### src/design/rtc_intc_defs.svh
// Register offsets, field positions and reset values of the RTC interrupt map
`ifndef RTC_INTC_DEFS_SVH
`define RTC_INTC_DEFS_SVH

// ----------------------------------------------------------------
// Register indices, byte address is four times the index
// ----------------------------------------------------------------
`define RTC_IDX_MAIN_STATUS     4'h0
`define RTC_IDX_REAL_TIME_MODE  4'h1
`define RTC_IDX_OUTPUT_MODE     4'h2
`define RTC_IDX_PERIODIC        4'h3
`define RTC_IDX_TIME_SAVE       4'h4
`define RTC_IDX_ALARM_PF_EN     4'h4
`define RTC_IDX_IRQ_STATUS      4'h8
`define RTC_IDX_IRQ_CLEAR       4'h9
`define RTC_IDX_IRQ_ENABLE      4'hA

// ----------------------------------------------------------------
// Field positions
// ----------------------------------------------------------------
`define RTC_MSR_SUMMARY   0
`define RTC_MSR_POWER_FAIL_INPUT     1
`define RTC_MSR_PERIODIC  2
`define RTC_MSR_ALARM     3
`define RTC_MSR_BANK      6
`define RTC_PFR_OSC_FAIL  6
`define RTC_PFR_TEST      7
`define RTC_RTM_RUN       3
`define RTC_RTM_BACKUP_EN 4
`define RTC_OMR_MFO_OSC   7
`define RTC_TSC_ENABLE    7
`define RTC_TSC_NA        6
`define RTC_APIE_ALARM    6
`define RTC_APIE_POWER_FAIL_INPUT    7

// ----------------------------------------------------------------
// Reset values
// ----------------------------------------------------------------
`define RTC_RST_BYTE      8'h00
`define RTC_RST_OSC_FAIL  1'b1
`define RTC_RST_SINGLE    1'b1
`define RTC_RST_IRQ       4'h0

`endif

### src/design/rtc_intc_pkg.sv
// Types shared by the RTC interrupt and control map
package rtc_intc_pkg;

  typedef enum logic [10:0] {
    RTC_R_NONE = 11'h001,
    RTC_R_MSR  = 11'h002,
    RTC_R_RTM  = 11'h004,
    RTC_R_OMR  = 11'h008,
    RTC_R_PFR  = 11'h010,
    RTC_R_PIE  = 11'h020,
    RTC_R_TSC  = 11'h040,
    RTC_R_APIE = 11'h080,
    RTC_R_IST  = 11'h100,
    RTC_R_ICL  = 11'h200,
    RTC_R_IEN  = 11'h400
  } rtc_reg_e;

  typedef enum logic [1:0] {
    RTC_OKAY   = 2'h0,
    RTC_SLVERR = 2'h2
  } rtc_resp_e;

endpackage : rtc_intc_pkg

### src/design/rtc_cmp_if.sv
// Carrier between the register map and the alarm comparator
`timescale 1ns/1ps
interface rtc_cmp_if;
  logic [5:0] enable;
  logic [5:0] equal;
  logic       update;
  logic       match;
  modport map (output enable, output equal, output update, input match);
  modport cmp (input enable, input equal, input update, output match);
endinterface : rtc_cmp_if

### src/design/rtc_alarm_cmp.sv
// Alarm comparator: combines six counter equalities into one match pulse
`timescale 1ns/1ps
module rtc_alarm_cmp (
  input wire logic clk,
  input wire logic rst,
  rtc_cmp_if.cmp   cmp
);
  logic [5:0] hit;
  logic       any_en;

  // Disabled comparator sits in the always-equal state
  assign hit    = cmp.equal | ~cmp.enable;
  assign any_en = |cmp.enable;

  // All-zero enables suppress the alarm so software can block it fully
  always_ff @(posedge clk or posedge rst)
  begin
    if (rst)
      cmp.match <= 1'b0;
    else
      cmp.match <= cmp.update & any_en & (&hit);
  end
endmodule : rtc_alarm_cmp

### src/design/rtc_intc_top.sv
// RTC interrupt enables, status and banked control registers on AXI4-Lite
`timescale 1ns/1ps
`include "rtc_intc_defs.svh"
module rtc_intc_top #(
  parameter int ADDR_W = 6
) (
  input  wire logic        clk,
  input  wire logic        rst,
  input  wire logic [ADDR_W-1:0] s_axi_awaddr,
  input  wire logic        s_axi_awvalid,
  output logic             s_axi_awready,
  input  wire logic [31:0] s_axi_wdata,
  input  wire logic [3:0]  s_axi_wstrb,
  input  wire logic        s_axi_wvalid,
  output logic             s_axi_wready,
  output logic [1:0]       s_axi_bresp,
  output logic             s_axi_bvalid,
  input  wire logic        s_axi_bready,
  input  wire logic [ADDR_W-1:0] s_axi_araddr,
  input  wire logic        s_axi_arvalid,
  output logic             s_axi_arready,
  output logic [31:0]      s_axi_rdata,
  output logic [1:0]       s_axi_rresp,
  output logic             s_axi_rvalid,
  input  wire logic        s_axi_rready,
  input  wire logic        power_fail_input_n,
  input  wire logic        standby_pin,
  input  wire logic        osc_clock_pin,
  input  wire logic [5:0]  rollover_event,
  input  wire logic [5:0]  counter_equal,
  input  wire logic        compare_update,
  input  wire logic        osc_fail_event,
  output logic             interrupt_output_pin_n,
  output logic             multi_function_output,
  output logic             irq,
  output logic [5:0]       compare_enable,
  output logic [1:0]       leap_count,
  output logic             hour_mode_12,
  output logic             clock_run,
  output logic             single_supply,
  output logic             time_save_enable,
  output logic             test_mode
);

  if (ADDR_W < 6) begin : g_chk
    $error("ADDR_W must be at least 6");
  end

  function automatic rtc_intc_pkg::rtc_reg_e rtc_decode(input logic [3:0] idx,
                                                         input logic       bank);
    rtc_intc_pkg::rtc_reg_e r;
    r = rtc_intc_pkg::RTC_R_NONE;
    case (idx)
      `RTC_IDX_MAIN_STATUS:    r = rtc_intc_pkg::RTC_R_MSR;
      `RTC_IDX_REAL_TIME_MODE: r = bank ? rtc_intc_pkg::RTC_R_RTM : rtc_intc_pkg::RTC_R_NONE;
      `RTC_IDX_OUTPUT_MODE:    r = bank ? rtc_intc_pkg::RTC_R_OMR : rtc_intc_pkg::RTC_R_NONE;
      `RTC_IDX_PERIODIC:       r = bank ? rtc_intc_pkg::RTC_R_PIE : rtc_intc_pkg::RTC_R_PFR;
      `RTC_IDX_TIME_SAVE:      r = bank ? rtc_intc_pkg::RTC_R_APIE : rtc_intc_pkg::RTC_R_TSC;
      `RTC_IDX_IRQ_STATUS:     r = rtc_intc_pkg::RTC_R_IST;
      `RTC_IDX_IRQ_CLEAR:      r = rtc_intc_pkg::RTC_R_ICL;
      `RTC_IDX_IRQ_ENABLE:     r = rtc_intc_pkg::RTC_R_IEN;
      default:                 r = rtc_intc_pkg::RTC_R_NONE;
    endcase
    return r;
  endfunction : rtc_decode

  // ----------------------------------------------------------------
  // State
  // ----------------------------------------------------------------
  logic [3:0] aw_idx_r;
  logic       aw_have_r;
  logic [7:0] wdata_r;
  logic       wlane_r;
  logic       w_have_r;
  logic       wr_fire;
  logic       rd_done;
  logic       rd_pfr_r;
  rtc_intc_pkg::rtc_reg_e wr_reg;
  rtc_intc_pkg::rtc_reg_e rd_reg;
  logic [7:0] rd_byte;
  logic       pf_s1_r, pf_s2_r, pf_d_r;
  logic       sb_s1_r, sb_s2_r;
  logic       osc_s1_r, osc_s2_r;
  logic [2:0] msr_ram_r;
  logic       bank_r;
  logic       alarm_st_r;
  logic       per_st_r;
  logic [5:0] pflags_r;
  logic       osc_fail_r;
  logic       single_r;
  logic       test_r;
  logic [7:0] rtm_r, omr_r, tsc_r, pie_r, apie_r;
  logic [3:0] ist_r, ien_r;
  logic       summary_r;
  logic       pf_level, pf_onset, per_evt, standby_drop, interrupt_output_pin_pend, mfo_pend;
  logic       wr_lane;

  rtc_cmp_if cmp_if ();

  assign cmp_if.enable = apie_r[5:0];
  assign cmp_if.equal  = counter_equal;
  assign cmp_if.update = compare_update;

  rtc_alarm_cmp u_cmp (
    .clk (clk),
    .rst (rst),
    .cmp (cmp_if.cmp)
  );

  // ----------------------------------------------------------------
  // Pin synchronisers
  // ----------------------------------------------------------------
  always_ff @(posedge clk or posedge rst)
  begin
    if (rst) begin
      {pf_s1_r, pf_s2_r, pf_d_r} <= 3'h7;
      {sb_s1_r, sb_s2_r}         <= 2'h0;
      {osc_s1_r, osc_s2_r}       <= 2'h0;
    end
    else begin
      pf_s1_r  <= power_fail_input_n;
      pf_s2_r  <= pf_s1_r;
      pf_d_r   <= pf_s2_r;
      sb_s1_r  <= standby_pin;
      sb_s2_r  <= sb_s1_r;
      osc_s1_r <= osc_clock_pin;
      osc_s2_r <= osc_s1_r;
    end
  end

  assign pf_level     = ~pf_s2_r;
  assign pf_onset     = pf_d_r & ~pf_s2_r;
  assign per_evt      = |(rollover_event & pie_r[5:0]);
  // Standby in battery-backed mode without backup enable drops interrupt enables
  assign standby_drop = sb_s2_r & ~single_r & ~rtm_r[`RTC_RTM_BACKUP_EN];

  // ----------------------------------------------------------------
  // AXI4-Lite write channel
  // ----------------------------------------------------------------
  assign wr_fire = aw_have_r & w_have_r & ~s_axi_bvalid;
  assign wr_reg  = rtc_decode(aw_idx_r, bank_r);
  assign wr_lane = wr_fire & wlane_r;

  always_ff @(posedge clk or posedge rst)
  begin
    if (rst) begin
      aw_have_r     <= 1'b0;
      w_have_r      <= 1'b0;
      aw_idx_r      <= 4'h0;
      wdata_r       <= 8'h00;
      wlane_r       <= 1'b0;
      s_axi_awready <= 1'b1;
      s_axi_wready  <= 1'b1;
      s_axi_bvalid  <= 1'b0;
      s_axi_bresp   <= rtc_intc_pkg::RTC_OKAY;
    end
    else begin
      if (s_axi_awvalid && s_axi_awready) begin
        aw_have_r     <= 1'b1;
        aw_idx_r      <= s_axi_awaddr[5:2];
        s_axi_awready <= 1'b0;
      end
      if (s_axi_wvalid && s_axi_wready) begin
        w_have_r     <= 1'b1;
        wdata_r      <= s_axi_wdata[7:0];
        wlane_r      <= s_axi_wstrb[0];
        s_axi_wready <= 1'b0;
      end
      if (wr_fire) begin
        s_axi_bvalid <= 1'b1;
        s_axi_bresp  <= (wr_reg == rtc_intc_pkg::RTC_R_NONE) ?
                        rtc_intc_pkg::RTC_SLVERR : rtc_intc_pkg::RTC_OKAY;
      end
      if (s_axi_bvalid && s_axi_bready) begin
        s_axi_bvalid  <= 1'b0;
        aw_have_r     <= 1'b0;
        w_have_r      <= 1'b0;
        s_axi_awready <= 1'b1;
        s_axi_wready  <= 1'b1;
      end
    end
  end

  // ----------------------------------------------------------------
  // AXI4-Lite read channel
  // ----------------------------------------------------------------
  assign rd_reg  = rtc_decode(s_axi_araddr[5:2], bank_r);
  assign rd_done = s_axi_rvalid & s_axi_rready & rd_pfr_r;

  always_comb
  begin
    case (rd_reg)
      rtc_intc_pkg::RTC_R_MSR:  rd_byte = {msr_ram_r[2], bank_r, msr_ram_r[1:0], alarm_st_r,
                                           per_st_r, pf_level, summary_r};
      rtc_intc_pkg::RTC_R_RTM:  rd_byte = rtm_r;
      rtc_intc_pkg::RTC_R_OMR:  rd_byte = omr_r;
      rtc_intc_pkg::RTC_R_PFR:  rd_byte = {test_r, osc_fail_r, pflags_r};
      rtc_intc_pkg::RTC_R_PIE:  rd_byte = pie_r;
      rtc_intc_pkg::RTC_R_TSC:  rd_byte = tsc_r;
      rtc_intc_pkg::RTC_R_APIE: rd_byte = apie_r;
      rtc_intc_pkg::RTC_R_IST:  rd_byte = {4'h0, ist_r};
      rtc_intc_pkg::RTC_R_IEN:  rd_byte = {4'h0, ien_r};
      default:                  rd_byte = 8'h00;
    endcase
  end

  always_ff @(posedge clk or posedge rst)
  begin
    if (rst) begin
      s_axi_arready <= 1'b1;
      s_axi_rvalid  <= 1'b0;
      s_axi_rdata   <= 32'h00000000;
      s_axi_rresp   <= rtc_intc_pkg::RTC_OKAY;
      rd_pfr_r      <= 1'b0;
    end
    else if (s_axi_arvalid && s_axi_arready) begin
      s_axi_arready <= 1'b0;
      s_axi_rvalid  <= 1'b1;
      s_axi_rdata   <= {24'h000000, rd_byte};
      s_axi_rresp   <= (rd_reg == rtc_intc_pkg::RTC_R_NONE) ?
                       rtc_intc_pkg::RTC_SLVERR : rtc_intc_pkg::RTC_OKAY;
      rd_pfr_r      <= (rd_reg == rtc_intc_pkg::RTC_R_PFR);
    end
    else if (s_axi_rvalid && s_axi_rready) begin
      s_axi_arready <= 1'b1;
      s_axi_rvalid  <= 1'b0;
      rd_pfr_r      <= 1'b0;
    end
  end

  // ----------------------------------------------------------------
  // Main status register
  // ----------------------------------------------------------------
  always_ff @(posedge clk or posedge rst)
  begin
    if (rst) begin
      msr_ram_r <= 3'h0;
      bank_r    <= 1'b0;
    end
    else if (wr_lane && wr_reg == rtc_intc_pkg::RTC_R_MSR) begin
      msr_ram_r <= {wdata_r[7], wdata_r[5:4]};
      bank_r    <= wdata_r[`RTC_MSR_BANK];
    end
  end

  // Set beats a same-cycle write-one clear so no event is lost
  always_ff @(posedge clk or posedge rst)
  begin
    if (rst) begin
      alarm_st_r <= 1'b0;
      per_st_r   <= 1'b0;
    end
    else begin
      if (cmp_if.match)
        alarm_st_r <= 1'b1;
      else if (wr_lane && wr_reg == rtc_intc_pkg::RTC_R_MSR && wdata_r[`RTC_MSR_ALARM])
        alarm_st_r <= 1'b0;
      if (per_evt)
        per_st_r <= 1'b1;
      else if (wr_lane && wr_reg == rtc_intc_pkg::RTC_R_MSR && wdata_r[`RTC_MSR_PERIODIC])
        per_st_r <= 1'b0;
    end
  end

  // ----------------------------------------------------------------
  // Periodic flags, oscillator fail, supply mode, test mode
  // ----------------------------------------------------------------
  // Rollover flags ignore writes; a new rollover wins over the read clear
  always_ff @(posedge clk or posedge rst)
  begin
    if (rst)
      pflags_r <= 6'h00;
    else
      pflags_r <= rollover_event | (rd_done ? 6'h00 : pflags_r);
  end

  always_ff @(posedge clk or posedge rst)
  begin
    if (rst) begin
      osc_fail_r <= `RTC_RST_OSC_FAIL;
      single_r   <= `RTC_RST_SINGLE;
      test_r     <= 1'b0;
    end
    else if (osc_fail_event) begin
      osc_fail_r <= 1'b1;
      single_r   <= 1'b1;
    end
    else begin
      if (wr_lane && wr_reg == rtc_intc_pkg::RTC_R_RTM && wdata_r[`RTC_RTM_RUN])
        osc_fail_r <= 1'b0;
      // Battery-backed mode only once the oscillator is known good
      if (wr_lane && wr_reg == rtc_intc_pkg::RTC_R_PFR) begin
        single_r <= wdata_r[`RTC_PFR_OSC_FAIL] | osc_fail_r;
        test_r   <= wdata_r[`RTC_PFR_TEST];
      end
    end
  end

  // ----------------------------------------------------------------
  // Mode, output and time-save registers
  // ----------------------------------------------------------------
  always_ff @(posedge clk or posedge rst)
  begin
    if (rst) begin
      rtm_r <= `RTC_RST_BYTE;
      omr_r <= `RTC_RST_BYTE;
      tsc_r <= `RTC_RST_BYTE;
    end
    else begin
      if (osc_fail_event)
        rtm_r[`RTC_RTM_RUN] <= 1'b0;
      else if (wr_lane && wr_reg == rtc_intc_pkg::RTC_R_RTM)
        rtm_r <= wdata_r;
      if (wr_lane && wr_reg == rtc_intc_pkg::RTC_R_OMR)
        omr_r <= wdata_r;
      // Power failure freezes the saved time
      if (pf_onset)
        tsc_r[`RTC_TSC_ENABLE] <= 1'b0;
      else if (wr_lane && wr_reg == rtc_intc_pkg::RTC_R_TSC)
        tsc_r <= {wdata_r[7], 1'b0, wdata_r[5:0]};
    end
  end

  // ----------------------------------------------------------------
  // Interrupt enable registers
  // ----------------------------------------------------------------
  always_ff @(posedge clk or posedge rst)
  begin
    if (rst) begin
      pie_r  <= `RTC_RST_BYTE;
      apie_r <= `RTC_RST_BYTE;
    end
    else if (standby_drop) begin
      pie_r[5:0]  <= 6'h00;
      apie_r[7:6] <= 2'h0;
    end
    else begin
      if (wr_lane && wr_reg == rtc_intc_pkg::RTC_R_PIE)
        pie_r <= wdata_r;
      if (wr_lane && wr_reg == rtc_intc_pkg::RTC_R_APIE)
        apie_r <= wdata_r;
    end
  end

  // ----------------------------------------------------------------
  // System interrupt status, clear and enable
  // ----------------------------------------------------------------
  always_ff @(posedge clk or posedge rst)
  begin
    if (rst) begin
      ist_r <= `RTC_RST_IRQ;
      ien_r <= `RTC_RST_IRQ;
    end
    else begin
      ist_r <= {osc_fail_event, pf_onset, per_evt, cmp_if.match} |
               (ist_r & ~((wr_lane && wr_reg == rtc_intc_pkg::RTC_R_ICL) ?
                          wdata_r[3:0] : 4'h0));
      if (wr_lane && wr_reg == rtc_intc_pkg::RTC_R_IEN)
        ien_r <= wdata_r[3:0];
    end
  end

  // ----------------------------------------------------------------
  // Pin outputs
  // ----------------------------------------------------------------
  assign interrupt_output_pin_pend = (alarm_st_r & apie_r[`RTC_APIE_ALARM]) | per_st_r |
                     (pf_level & apie_r[`RTC_APIE_POWER_FAIL_INPUT]);
  assign mfo_pend  = pf_level & apie_r[`RTC_APIE_POWER_FAIL_INPUT] & ~omr_r[`RTC_OMR_MFO_OSC];

  always_ff @(posedge clk or posedge rst)
  begin
    if (rst) begin
      interrupt_output_pin_n <= 1'b1;
      multi_function_output  <= 1'b0;
      summary_r              <= 1'b0;
      irq                    <= 1'b0;
    end
    else begin
      interrupt_output_pin_n <= ~interrupt_output_pin_pend;
      multi_function_output  <= omr_r[`RTC_OMR_MFO_OSC] ? osc_s2_r : mfo_pend;
      summary_r              <= interrupt_output_pin_pend | mfo_pend;
      irq                    <= |(ist_r & ien_r);
    end
  end

  assign compare_enable   = apie_r[5:0];
  assign leap_count       = rtm_r[1:0];
  assign hour_mode_12     = rtm_r[2];
  assign clock_run        = rtm_r[`RTC_RTM_RUN];
  assign single_supply    = single_r;
  assign time_save_enable = tsc_r[`RTC_TSC_ENABLE];
  assign test_mode        = test_r;

endmodule : rtc_intc_top

### config.mk
export PLATFORM = sky130hd
export DESIGN_NAME = rtc_intc_top
export DESIGN_NICKNAME = d
export VERILOG_FILES = /design/src/design/rtc_intc_pkg.sv /design/src/design/rtc_cmp_if.sv /design/src/design/rtc_alarm_cmp.sv /design/src/design/rtc_intc_top.sv
export VERILOG_INCLUDE_DIRS = /design/src /design/src/design
export SDC_FILE = /design/constraint.sdc
export NUM_CORES = 1
export LEC_CHECK = 0
export BUFFER_PORTS_ARGS = -buffer_cell sky130_fd_sc_hd__buf_2
export CORE_MARGIN = 2
export CORE_UTILIZATION = 53
export DETAILED_ROUTE_END_ITERATION = 12
export PLACE_DENSITY = 0.84
export SKIP_CTS_REPAIR_TIMING = 1
export SLEW_MARGIN = 20
export SYNTH_ARGS = -nofsm -noshare
export SYNTH_HDL_FRONTEND = slang
export SYNTH_SLANG_ARGS = --single-unit
### constraint.sdc
create_clock -name clk -period 3.45 [get_ports clk]
set_input_delay 0.345 -clock clk [delete_from_list [all_inputs] [get_ports clk]]
set_output_delay 0.345 -clock clk [all_outputs]
set_load 0.05 [all_outputs]
==> flow_summary.json <==
{
  "crit_chain": "buf_4 > or3b_2 > a211o_1 > o21ai_0 > o22a_1",
  "final_cell_mix": "dfrtp_1 (96), buf_2 (71), mux2_2 (48)",
  "rsz0062_at_grt": "false",
  "drv_cap": 0,
  "io_pins": 129,
  "place_congestion": 0.9037,
  "avgViaCountPerCell": 5.724,
  "drt-pass1-iter-count": 5,
  "hold_path_class": "primary input to flip-flop",
  "cpPeakStageDelay_ps": 670,
  "cts_tree": "done",
  "ys_ff_latch": 105,
  "switchingPower_mw": 1.434,
  "place_area_um2": 5335,
  "ant_nets": 0,
  "fin_crit_sh": 0.6220,
  "gr-total-overflow": 0,
  "drive_above_1_share": 0.3219,
  "startpoint_type": "flip-flop",
  "yosysTopAreaCell": "dfrtp_1",
  "root_buffer": "clkbuf_8",
  "status": "completed",
  "syn_to_final_growth_pct": 10.03,
  "vias": 3583,
  "period_needed_ps": 2146,
  "rows": 35,
  "grt_usage": 0.2280,
  "worst_ir_drop_vdd_uv": 452.7,
  "comb_power_share": 0.284,
  "cts_max_path_buffers": 2,
  "first_iter_violations": 224,
  "switching_share": 0.3832,
  "diodes": 0,
  "clk_latency_ps": 360,
  "clock_skew_ps": 7.687,
  "final_common_cell": "dfrtp_1",
  "cts.sinks": 105,
  "maxSlewViolCount": 0,
  "clk_pin_slew_ps": 90,
  "critPathArrivalTime_ps": 2450,
  "synth_seq_area_share": 0.5225,
  "layout.nets": 564,
  "slew_headroom": 0.3878,
  "worstSetupPathType": "flip-flop to flip-flop",
  "design_area_um2": 5557,
  "synth.area.top_cells": "dfrtp_1 (48%), mux2_2 (11%), buf_4 (5.2%)",
  "multi_input_area_um2": 2106,
  "timing_hold_violations_final": 0,
  "finalSetupTns_ps": 0,
  "die_w_um": 101.6,
  "drt-wirelength-per-cell_um": 17.54,
  "total_power_mw": 3.742,
  "hpwl_um": 8002,
  "p_clk_frac": 0.223,
  "yosys_warnings": 0,
  "io_buffer_count": 71,
  "cp.required_ps": 3750,
  "core_area_um2": 9240,
  "totalWireLength_um": 10980,
  "die_h_um": 101.6,
  "crit_fanout": 13,
  "p_int_mw": 2.308,
  "drc_errors": 0,
  "initial_core_util": 0.5465,
  "synthArstFlopShare": 1.000,
  "die_area_um2": 10320,
  "grt_pass1_vias": 3519,
  "fmax_mhz": 466.0,
  "synth_area_um2": 5050,
  "power_density_nw_per_um2": 673.4,
  "cts_buffers": 9,
  "synthCells": 435,
  "seqPwrFrac": 0.493,
  "h-tree-depth": 3,
  "synth_edf_count": 0,
  "grt_antenna_before_repair": 0,
  "cp-end-kind": "flip-flop",
  "seq_area_um2": 2639,
  "synth.top_cell.area_share": 0.4757,
  "ys_types": 57,
  "setup_violations": 0,
  "tightest_slew_ps": 918.3,
  "fillers": 739,
  "grt_max_degree": 78,
  "slowest_stage": "dfrtp_1",
  "cellLeakagePower_nw": 2.643,
  "ys.flop_type": "dfrtp_1",
  "synth_area_per_cell_um2": 11.61,
  "grt_pass1_wl_um": 18100
}
-- per-layer routing --
metal  wire, um  vias to the layer above  track usage  share of wire
met1       4820                     1742       0.3231           0.44
met3        834                       25      0.03934          0.076
met2       5104                      183       0.3588           0.46
met5          0                        -            0              0
met4        218                        0      0.07588          0.020
li1           -                     1633            -              -
-- power by group through the flow --
stage	registers (mW)	logic, mW	clock network, mW
2_1_floorplan	2.00	0.654	0
3_5_place_dp	1.87	1.06	0
3_3_place_gp	1.85	1.03	0
4_1_cts	1.84	1.06	0.850
5_1_grt	1.89	1.15	0.900
6_report	1.85	1.06	0.833
-- flip-flops by register name (all words and copies together), names as in the netlist, 3 cells and up --
register and count:
msr_ram_r 3, rtm_r 8, omr_r 8, ien_r 4, pie_r 8, apie_r 8
pflags_r 6, tsc_r 7, s_axi_rdata 8, wdata_r 8, aw_idx_r 4, ist_r 4
-- worst paths after layout --
check,from,end,slack [ps],depth (start not counted)
max,bank_r$_DFFE_PP0N_,s_axi_rdata[7]$_DFFE_PP0P_,1300,5
min,power_fail_input_n,pf_s1_r$_DFF_PP1_,80,1
max reg2reg,bank_r$_DFFE_PP0N_,s_axi_rdata[7]$_DFFE_PP0P_,1300,5
min reg2reg,sb_s1_r$_DFF_PP0_,sb_s2_r$_DFF_PP0_,360,0
max in group asynchronous,rst,interrupt_output_pin_n$_DFF_PP1_,2430,3
min in group asynchronous,rst,aw_idx_r[2]$_DFFE_PP0P_,160,2
-- area by class of cell --
| class | count | share of cell area |
|---|---|---|
| Sequential cell | 105 | 0.4749 |
| Multi-Input combinational cell | 289 | 0.3790 |
| Timing Repair Buffer | 74 | 0.06800 |
| Tap cell | 129 | 0.02905 |
| Clock buffer | 12 | 0.02612 |
| Clock inverter | 4 | 0.01374 |
| Inverter | 13 | 0.009232 |
-- cell families after synthesis --
group / Yosys count / synth area share
flip-flops: 105 / 0.5225
AND/OR/NAND/NOR: 91 / 0.1023
other: 1 / 0.0007426
buffers and inverters: 66 / 0.07904
multiplexers: 74 / 0.1635
XOR/XNOR: 1 / 0.001735
AO/OA/AOI/OAI: 97 / 0.1301
-- cell usage after synthesis (8+ instances only) --
| cell | instances |
|---|---|
| dfrtp_1 | 96 |
| mux2_2 | 48 |
| buf_4 | 35 |
| o21ai_0 | 22 |
| mux2i_1 | 21 |
| nand2_1 | 21 |
| a21o_1 | 15 |
| a21oi_1 | 15 |
| nor2_1 | 14 |
| inv_1 | 13 |
| clkbuf_1 | 10 |
| nor2b_1 | 10 |
| dfstp_2 | 9 |
| a22oi_1 | 8 |
| a31oi_1 | 8 |
| nor3_1 | 8 |
-- stage by stage --
stage | worst slack (ps) | hold WS (ps) | cells | util
after CTS | 1323 | 68.15 | 626 | 0.6014
after detailed placement | 1333 | 340.1 | 610 | 0.5774
after floorplan | 359.4 | 331.2 | 460 | -
after global placement | 1380 | 332.5 | 610 | 0.5774
final | 1304 | 78.00 | 626 | 0.6014
after global routing | 1193 | 65.98 | 626 | 0.6014
-- worst max-delay path, delay by kind of cell, from the launching register on --
kind / cells / cell delay (ps)
DFF: 1 / 670
and+or+nand+nor: 1 / 560
AOI/OAI and AO/OA: 3 / 530
buffers and inverters: 1 / 310
No activity file was read; power rests on OpenSTA's default activity.
